[config.mk]
export PLATFORM = sky130hd
export DESIGN_NAME = emb_ctrl
export DESIGN_NICKNAME = d
export VERILOG_FILES = /design/src/core/emb_pkg.sv /design/src/core/emb_sync_if.sv /design/src/core/emb_ctrl.sv /design/src/core/emb_sync.sv
export SDC_FILE = /design/constraint.sdc
export NUM_CORES = 1
export LEC_CHECK = 0
export ABC_AREA = 1
export BUFFER_PORTS_ARGS = -buffer_cell sky130_fd_sc_hd__buf_2
export CAP_MARGIN = 15
export CORE_AREA = 2 2 62 76
export DETAILED_ROUTE_END_ITERATION = 7
export DIE_AREA = 0 0 64 78
export PLACE_DENSITY = 0.83
export SYNTH_ARGS = -nofsm -noshare
export SYNTH_HDL_FRONTEND = slang
export SYNTH_SLANG_ARGS = --single-unit
[constraint.sdc]
create_clock -name mclk -period 3.45 [get_ports mclk]
set_input_delay 0.69 -clock mclk [delete_from_list [all_inputs] [get_ports mclk]]
set_output_delay 0.69 -clock mclk [all_outputs]
set_load 0.05 [all_outputs]
[src/core/emb_pkg.sv]
// Constants and types shared by the external memory bus interface.
// Assumes a single 20 MHz system clock and an active-low async reset.
package emb_pkg;

	localparam int ADDR_W       = 16;
	localparam int DATA_W       = 8;
	localparam int LO_W         = 8;
	localparam int HI_LSB       = 8;
	localparam int WAIT_CNT_W   = 2;
	localparam logic [1:0] WAIT_NONE = 2'h0;
	localparam logic [1:0] BOOT_WAITS = 2'h3;
	localparam logic [7:0] PORT_ALL_OFF = 8'hff;

	typedef enum logic [2:0] {
		EMB_IDLE  = 3'h0,
		EMB_ADDR  = 3'h1,
		EMB_DATA  = 3'h2,
		EMB_FLOAT = 3'h3
	} emb_state_type;

endpackage

[src/core/emb_sync_if.sv]
// Interface between the bus controller and its pin input synchroniser.
// Assumes both ends run on the same system clock.
`timescale 1ns/100ps
`default_nettype none

interface emb_sync_if;
	logic       wait_n;
	logic       req_n;

	modport src (output wait_n, output req_n);
	modport dst (input wait_n, input req_n);
endinterface

`default_nettype wire

[src/core/emb_ctrl.sv]
// Multiplexed external memory bus master: two-phase address/data cycles.
// Assumes the core issues one request at a time and holds it until done.
`timescale 1ns/100ps
`default_nettype none

module emb_ctrl
	import emb_pkg::*;
#(
	parameter bit ROMLESS = 1'b0
)
(
	input  wire logic              mclk,
	input  wire logic              rstn,
	input  wire logic              req_valid,
	output logic                   req_ready,
	input  wire logic              req_write,
	input  wire logic              req_external,
	input  wire logic              block_select_addr_bit,
	input  wire logic [ADDR_W-1:0] req_addr,
	input  wire logic [DATA_W-1:0] req_wdata,
	output logic                   rsp_valid,
	output logic [DATA_W-1:0]      rsp_rdata,
	input  wire logic              bus_float_bit,
	input  wire logic              wait_enable,
	input  wire logic              bus_request_n_enable,
	input  wire logic              rw_alt_func,
	input  wire logic              lower_strobe_alt_func,
	input  wire logic              lower_strobe_enable,
	input  wire logic              wait_pin_n,
	input  wire logic              bus_request_n,
	output logic                   bus_grant_n,
	output logic                   ext_bus_mode,
	output logic                   addr_strobe_n,
	output logic                   addr_strobe_oe_n,
	output logic                   addr_strobe_pull_up,
	output logic                   data_strobe_n,
	output logic                   data_strobe_oe_n,
	output logic                   lower_block_strobe_n,
	output logic                   lower_block_strobe_oe_n,
	output logic                   rw_n,
	output logic                   rw_oe_n,
	output logic                   strobe_pull_up,
	input  wire logic [7:0]        muxed_addr_data_port_in,
	output logic [7:0]             muxed_addr_data_port_out,
	output logic [7:0]             muxed_addr_data_port_oe_n,
	output logic [7:0]             high_addr_port_out,
	output logic [7:0]             high_addr_port_oe_n
);
	initial begin
		if (ADDR_W != 16 || DATA_W != 8)
			$error("emb_ctrl serves only 16-bit address and 8-bit data");
	end

	emb_sync_if sync ();

	emb_sync u_sync (
		.mclk       (mclk),
		.rstn       (rstn),
		.wait_pin_n (wait_pin_n),
		.req_pin_n  (bus_request_n),
		.sync       (sync)
	);

	emb_state_type state_q;
	emb_state_type state_d;
	logic [7:0]  lo_q;
	logic [7:0]  hi_q;
	logic        write_q;
	logic        ext_q;
	logic        upper_q;
	logic        drive_lo_q;
	logic        rw_q;
	logic        boot_q;
	logic [1:0]  boot_wait_q;
	logic        grant_q;
	logic        floated;
	logic        wait_hold;
	logic        phase_end;
	logic        rd_done;
	logic        in_reset_q;
	logic        grant_take;

	// Extra boot wait cycles stand in for the romless fetch stretching
	assign wait_hold = (wait_enable || boot_q) && !sync.wait_n;
	assign phase_end = !wait_hold && boot_wait_q == WAIT_NONE;
	assign floated   = grant_q || bus_float_bit;

	// Phase sequencer: request in idle, address, data, back
	always_comb begin
		state_d = state_q;
		unique case (state_q)
			EMB_IDLE: begin
				if (grant_q)
					state_d = EMB_FLOAT;
				else if (req_valid && req_ready)
					state_d = EMB_ADDR;
			end
			EMB_ADDR: begin
				if (phase_end)
					state_d = EMB_DATA;
			end
			EMB_DATA: begin
				if (phase_end)
					state_d = EMB_IDLE;
			end
			EMB_FLOAT: begin
				if (!grant_q)
					state_d = EMB_IDLE;
			end
			default: state_d = EMB_IDLE;
		endcase
	end

	always_ff @(posedge mclk or negedge rstn) begin
		if (!rstn)
			state_q <= EMB_IDLE;
		else
			state_q <= state_d;
	end

	// A pending bus request wins over a new access so none is torn apart
	assign grant_take = bus_request_n_enable && !sync.req_n && state_q == EMB_IDLE;
	assign req_ready  = state_q == EMB_IDLE && !grant_q && !grant_take;
	assign rd_done   = state_q == EMB_DATA && phase_end && !write_q;

	// Request only taken between cycles so an access is never torn apart
	always_ff @(posedge mclk or negedge rstn) begin
		if (!rstn)
			grant_q <= 1'b0;
		else if (grant_take)
			grant_q <= 1'b1;
		else if (sync.req_n || !bus_request_n_enable)
			grant_q <= 1'b0;
	end

	// Latch address, direction and block at the start of each cycle
	always_ff @(posedge mclk or negedge rstn) begin
		if (!rstn) begin
			lo_q    <= PORT_ALL_OFF;
			hi_q    <= PORT_ALL_OFF;
			write_q <= 1'b0;
			ext_q   <= 1'b0;
			upper_q <= 1'b1;
			rw_q    <= 1'b1;
		end else if (req_ready && req_valid) begin
			lo_q    <= req_addr[LO_W-1:0];
			hi_q    <= req_addr[ADDR_W-1:HI_LSB];
			write_q <= req_write;
			ext_q   <= req_external || boot_q;
			upper_q <= block_select_addr_bit;
			rw_q    <= !req_write;
		end else if (state_q == EMB_ADDR && phase_end && write_q) begin
			lo_q    <= req_wdata;
		end
	end

	// Port 0 drives address, then floats on reads and drives on writes
	always_ff @(posedge mclk or negedge rstn) begin
		if (!rstn)
			drive_lo_q <= 1'b0;
		else if (state_d == EMB_ADDR)
			drive_lo_q <= 1'b1;
		else if (state_q == EMB_ADDR && phase_end && !write_q)
			drive_lo_q <= 1'b0;
	end

	// Romless part boots externally with the longest wait count
	always_ff @(posedge mclk or negedge rstn) begin
		if (!rstn) begin
			boot_q     <= 1'b0;
			in_reset_q <= 1'b1;
		end else begin
			in_reset_q <= 1'b0;
			if (in_reset_q)
				boot_q <= ROMLESS;
		end
	end

	always_ff @(posedge mclk or negedge rstn) begin
		if (!rstn)
			boot_wait_q <= WAIT_NONE;
		else if (state_d != state_q && boot_q)
			boot_wait_q <= BOOT_WAITS;
		else if (boot_wait_q != WAIT_NONE)
			boot_wait_q <= boot_wait_q - 2'h1;
	end

	// Read data captured at the end of data phase; the memory answers the
	// strobes that mclk gates, so the port is in this clock's domain
	always_ff @(posedge mclk or negedge rstn) begin
		if (!rstn) begin
			rsp_rdata <= 8'h00;
			rsp_valid <= 1'b0;
		end else begin
			rsp_valid <= state_q == EMB_DATA && phase_end;
			if (rd_done)
				rsp_rdata <= muxed_addr_data_port_in;
		end
	end

	// Strobes gated by clock high; a known glitch-prone trade-off of timing
	logic ext_active;
	assign ext_active = ext_q && !floated;
	assign addr_strobe_n = !(state_q == EMB_ADDR && mclk);
	assign data_strobe_n = !(state_q == EMB_DATA && ext_active && mclk
		&& (upper_q || !lower_strobe_enable));
	assign lower_block_strobe_n = !(state_q == EMB_DATA && ext_active && mclk
		&& !upper_q && lower_strobe_enable);
	assign rw_n = rw_q;

	// Output enables are low while the pin is driven
	assign addr_strobe_oe_n        = floated;
	assign data_strobe_oe_n        = floated;
	assign lower_block_strobe_oe_n = floated || !lower_strobe_alt_func;
	assign rw_oe_n                 = floated || !rw_alt_func;
	assign muxed_addr_data_port_out  = lo_q;
	assign muxed_addr_data_port_oe_n = {8{floated || !drive_lo_q || !ext_q}};
	assign high_addr_port_out        = hi_q;
	assign high_addr_port_oe_n       = {8{floated || !ext_q}};
	assign bus_grant_n               = !grant_q;
	assign ext_bus_mode              = boot_q;

	// Weak pull-ups stand during reset so pins read high
	assign addr_strobe_pull_up = !rstn;
	assign strobe_pull_up      = !rstn;
endmodule

`default_nettype wire

[src/core/emb_sync.sv]
// Two-flop synchroniser for the asynchronous pin inputs of the bus.
// Assumes the pins are raw board inputs with no relation to mclk.
`timescale 1ns/100ps
`default_nettype none

module emb_sync
	import emb_pkg::*;
(
	input  wire logic         mclk,
	input  wire logic         rstn,
	input  wire logic         wait_pin_n,
	input  wire logic         req_pin_n,
	emb_sync_if.src           sync
);
	logic [1:0] meta_q;
	logic [1:0] stable_q;

	// First stage is read only by the second; idle level is high
	always_ff @(posedge mclk or negedge rstn) begin
		if (!rstn) begin
			meta_q   <= 2'h3;
			stable_q <= 2'h3;
		end else begin
			meta_q   <= {wait_pin_n, req_pin_n};
			stable_q <= meta_q;
		end
	end

	assign sync.wait_n = stable_q[1];
	assign sync.req_n  = stable_q[0];
endmodule

`default_nettype wire

Word-level counts from Yosys, hierarchy flattened
Index checks and enable logic that the tools add are counted.
Word-level totals
  logic and storage cells: 84
  output and inout port bits: 54
  register bits: 40
  input bits: 46
Cells by class
  muxes and demuxes: 13
  reduce and logical (&&, ||, !) cells: 52
  add/sub/neg operators: 1
  eq/ne operators: 4
Operators with widths (number)
  $logic_and 1x1->1: 19
  $logic_not 1->1: 19
  $mux 8: 2
  $mux 3: 5
  $pmux 3 s4: 1
  $logic_or 1x1->1: 8
  $reduce_bool 2->1: 4
  $eq 3x1->1 const B: 2
  $eq 3x2->1 const B: 2
  $mux 1: 4
  $logic_not 3->1: 1
  $logic_not 2->1: 1
  $mux 2: 1
  $sub 2x1->2 const B: 1

Logic depth before layout (Yosys ltp)
  depth in word-level cells: 11
  depth in mapped cells: 8
  gate-level depth less buffers: 8

Modules after synthesis
From an unflattened synthesis, not the netlist that was laid out.
Unflattened totals
  cells, all modules: 239
  area, all modules: 2044.5 um^2
By module, submodules not included
  emb_ctrl: seq. area each 923.4 um^2, times used 1, area an instance 1939.4 um^2, cells each 235
  emb_sync: seq. area each 105.1 um^2, times used 1, area an instance 105.1 um^2, cells each 4

==> results.txt <==
----------------------------------------------------
[Floorplanning]
  Core area ... 0.004197 mm²
  Site row count ... 26
  Total Die Area ... 0.004992 mm²
  Die outline width ... 64 µm
  I/O pin cnt ... 100
  Effective utilization at floorplan ... 0.4872
  Die H ... 78 µm

[Synthesis]
  Synthesized netlist cell count ... 239
  Share of flip-flops with an asynchronous set or reset after synthesis ... 1.000
  Leading cell types by total area after synthesis ... dfstp_2, dfrtp_1, nand2_1
  Mapped cell area ... 0.002044 mm²
  Synth top area share ... 0.2827
  Synth Flop Type ... dfstp_2
  Average footprint of a synthesized cell ... 8.554 µm²
  Number of synthesized flops with an enable pin ... 0
  Distinct cell type count after synthesis ... 24
  Total number of yosys warnings ... 0
  Register area share after synthesis ... 0.5031
  Post-synthesis register bit count ... 40
  Library cell occupying the most area in the post-synthesis netlist ... dfstp_2

[Drt]
  DRT iter0 DRCs ... 76
  WL final ... 4644 µm
  Antenna violation net count after detailed routing ... 0
  Via count ... 1819
  Residual DRC count ... 0
  Average via count per standard cell ... 4.676
  Number of iterations in the first detailed-routing pass ... 4
  Final routed wire length divided by cell count ... 11.94 µm

[Global route]
  Antenna violations before repair ... 0
  Overall track demand over capacity in global routing ... 0.2078
  Global-route wire length before repair ... 7810 µm
  Layer with the highest usage after global routing ... met2
  M3 GR Usage ... 0.07681
  Number of global-route vias before repair ... 1811
  Met2 Use GR ... 0.3542
  Maximum number of pins on one net before global-route repair ... 41
  Met1 Track Usage GR ... 0.2066
  Global route total overflow ... 0

[Final layout]
  Number of nets at the end of the flow ... 378
  Synth-to-Final Area Change ... 31.70%
  Antenna diode count ... 0
  Final core utilization ... 0.6416
  FILL cells ... 360
  Area of the multi-input gates ... 767.0 µm²
  Sequential Area ... 0.001028 mm²
  Proportion of layout cells with a drive suffix above 1 ... 0.4565
  Non-filler instance count after layout ... 389

[Setup path]
  Critical path's slowest cell ... buf_8
  Launching element type of the critical path ... clock port
  CP Cell Sequence ... clkbuf_8 > clkbuf_8 > clkbuf_8 > clkbuf_8 > nand2_4 > nor2_4 > clkbuf_8 > nand3_4 > buf_8
  Data arrival time of the critical path ... 2.66 ns
  Crit. End Element ... output pin
  Cell repeated most along the worst path ... clkbuf_8
  Data required time of the critical path ... 2.76 ns
  Max Fanout on Critical Path ... 2
  Biggest cell delay along the critical path ... 0.15 ns
  Start-to-end type of the worst setup path ... clock port to output pin

[Power]
  Power per Cell Area ... 795.1 mW/mm²
  Standby leakage power ... 1.504 nW
  Maximum resistive drop on vdd ... 0.0003556 V

[STA]
  Worst-case clock skew ... 0.002564 ns
  Worst Tran Pin Value ... 0.5000 ns
  Worst slack on hold paths ... 0.3573 ns
  Number of failing hold endpoints at the final stage ... 0
  Max-slew headroom at the worst pin ... 0.6660
  Max-slew violation count ... 0
  Final setup vio count ... 0
  Setup repair after global routing missed its margin ... false
  Post-Route Setup TNS ... 0 ns

[Clock network]
  CTS tree ... yes
  Setup Fix Bufs, Post-CTS ... 0
  Insertion delay to the later sink of the worst-skew pair ... 0.39 ns
  CTS clk-pin slew, worst paths ... 0.07 ns
  Quantity of hold-fixing buffers added after cts ... 0
  Post_cts resized ... 12

[Min path]
  Worst hold-check path type ... flip-flop to flip-flop

[Job]
  Reported max-cap violation count ... 0

[Place]
  Routability congestion estimate ... 0.7895
  Port-buffer cells ... 98
  Total placed cells including tap cells ... 372
  DP HPWL ... 3337 µm

[Status]
  Outcome ... complete, no violations

----------------------------------------------------
-- layout make-up --
type	instances	area share
Sequential cell	40	0.3820
Multi-Input combinational cell	146	0.2849
Timing Repair Buffer	96	0.1794
Clock buffer	17	0.07946
Inverter	31	0.04322
Tap cell	56	0.02602
Clock inverter	3	0.005112
-- through the flow --
step	area, µm²	total power [W]	setup slack, ns
6_report	2693	0.002141	0.09830
5_1_grt	2693	0.002254	0.06401
4_1_cts	2693	0.002172	0.09041
3_5_place_dp	2450	0.001665	0.6387
3_3_place_gp	2450	0.001644	0.6413
2_1_floorplan	2048	0.001491	0.5444
-- sequential cells by signal, summed over array words and instances (netlist names) --
| register | cells |
|---|---|
| boot_wait_q | 2 |
| drive_lo_q | 1 |
| ext_q | 1 |
| grant_q | 1 |
| high_addr_port_out | 8 |
| muxed_addr_data_port_out | 8 |
| rsp_rdata | 8 |
| rsp_valid | 1 |
| rw_n | 1 |
| state_q | 3 |
| u_sync.meta_q | 2 |
| u_sync.stable_q | 2 |
| upper_q | 1 |
| write_q | 1 |
-- metal layers --
metal  wire length, µm  part of all wire
met1              1770              0.38
met2              2439              0.53
met3               333             0.072
met4               101             0.022
met5                 0                 0
-- cell families (layout without fill, tap and decap cells) --
kind of cell	Yosys count	count (layout)	synth area share
AND/OR/NAND/NOR	135	135	0.3225
buffers and inverters	54	147	0.1383
flip-flops	40	40	0.5031
AO/OA/AOI/OAI	7	7	0.02386
adder cells (fa/ha/maj)	1	1	0.006119
other	1	2	0.001834
XOR/XNOR	1	1	0.004285
-- final timing paths --
path	from	end	slack, ns	cells past startpoint
hold reg to reg	u_sync.meta_q[1]$_DFF_PN1_	u_sync.stable_q[1]$_DFF_PN1_	0.36	0
hold / removal	u_sync.meta_q[1]$_DFF_PN1_	u_sync.stable_q[1]$_DFF_PN1_	0.36	0
min in group asynchronous	rstn	grant_q$_DFFE_PN0P_	0.43	2
max in group asynchronous	rstn	muxed_addr_data_port_out[3]$_DFFE_PN1P_	2.66	2
setup / recovery	mclk	lower_block_strobe_n	0.1	9
setup reg to reg	boot_wait_q[0]$_DFFE_PN0P_	rsp_rdata[2]$_DFFE_PN0P_	1.82	7
-- power by group --
part	total [W]	switching, W	internal, W
clock network	0.000494	0.000206	0.000288
registers	0.000725	0.0000774	0.000647
logic	0.000922	0.000731	0.000191
total	0.00214	0.00101	0.00113
-- cell usage after synthesis, types with 2 or more instances --
| cell type | number |
|---|---|
| a21oi_1 | 3 |
| buf_2 | 4 |
| buf_4 | 18 |
| dfrtp_1 | 18 |
| dfstp_2 | 22 |
| inv_1 | 30 |
| nand2_1 | 72 |
| nand2_2 | 2 |
| nand2_4 | 2 |
| nand3_1 | 45 |
| nor2_1 | 6 |
| nor2_4 | 4 |
| o21ai_0 | 2 |
-- cell usage in the layout, fill, tap and decap left out, drive strengths merged --
cell / netlist / layout
o21ai: 3 / 3
clkbuf: 0 / 14
buf: 23 / 99
xnor2: 1 / 1
nor2: 10 / 10
ha: 1 / 1
clkinv: 1 / 4
nand3: 46 / 46
conb: 1 / 2
nand4: 2 / 2
nor3: 1 / 1
dfrtp: 18 / 18
nand2: 76 / 76
a21boi: 1 / 1
inv: 30 / 30
a21oi: 3 / 3
dfstp: 22 / 22
-- critical path: cells and delay by family --
family / cells / cell delay [ns]
AND/OR/NAND/NOR: 3 / 0.17
buffers and inverters: 6 / 0.77
(Power assumes the default switching activity.)
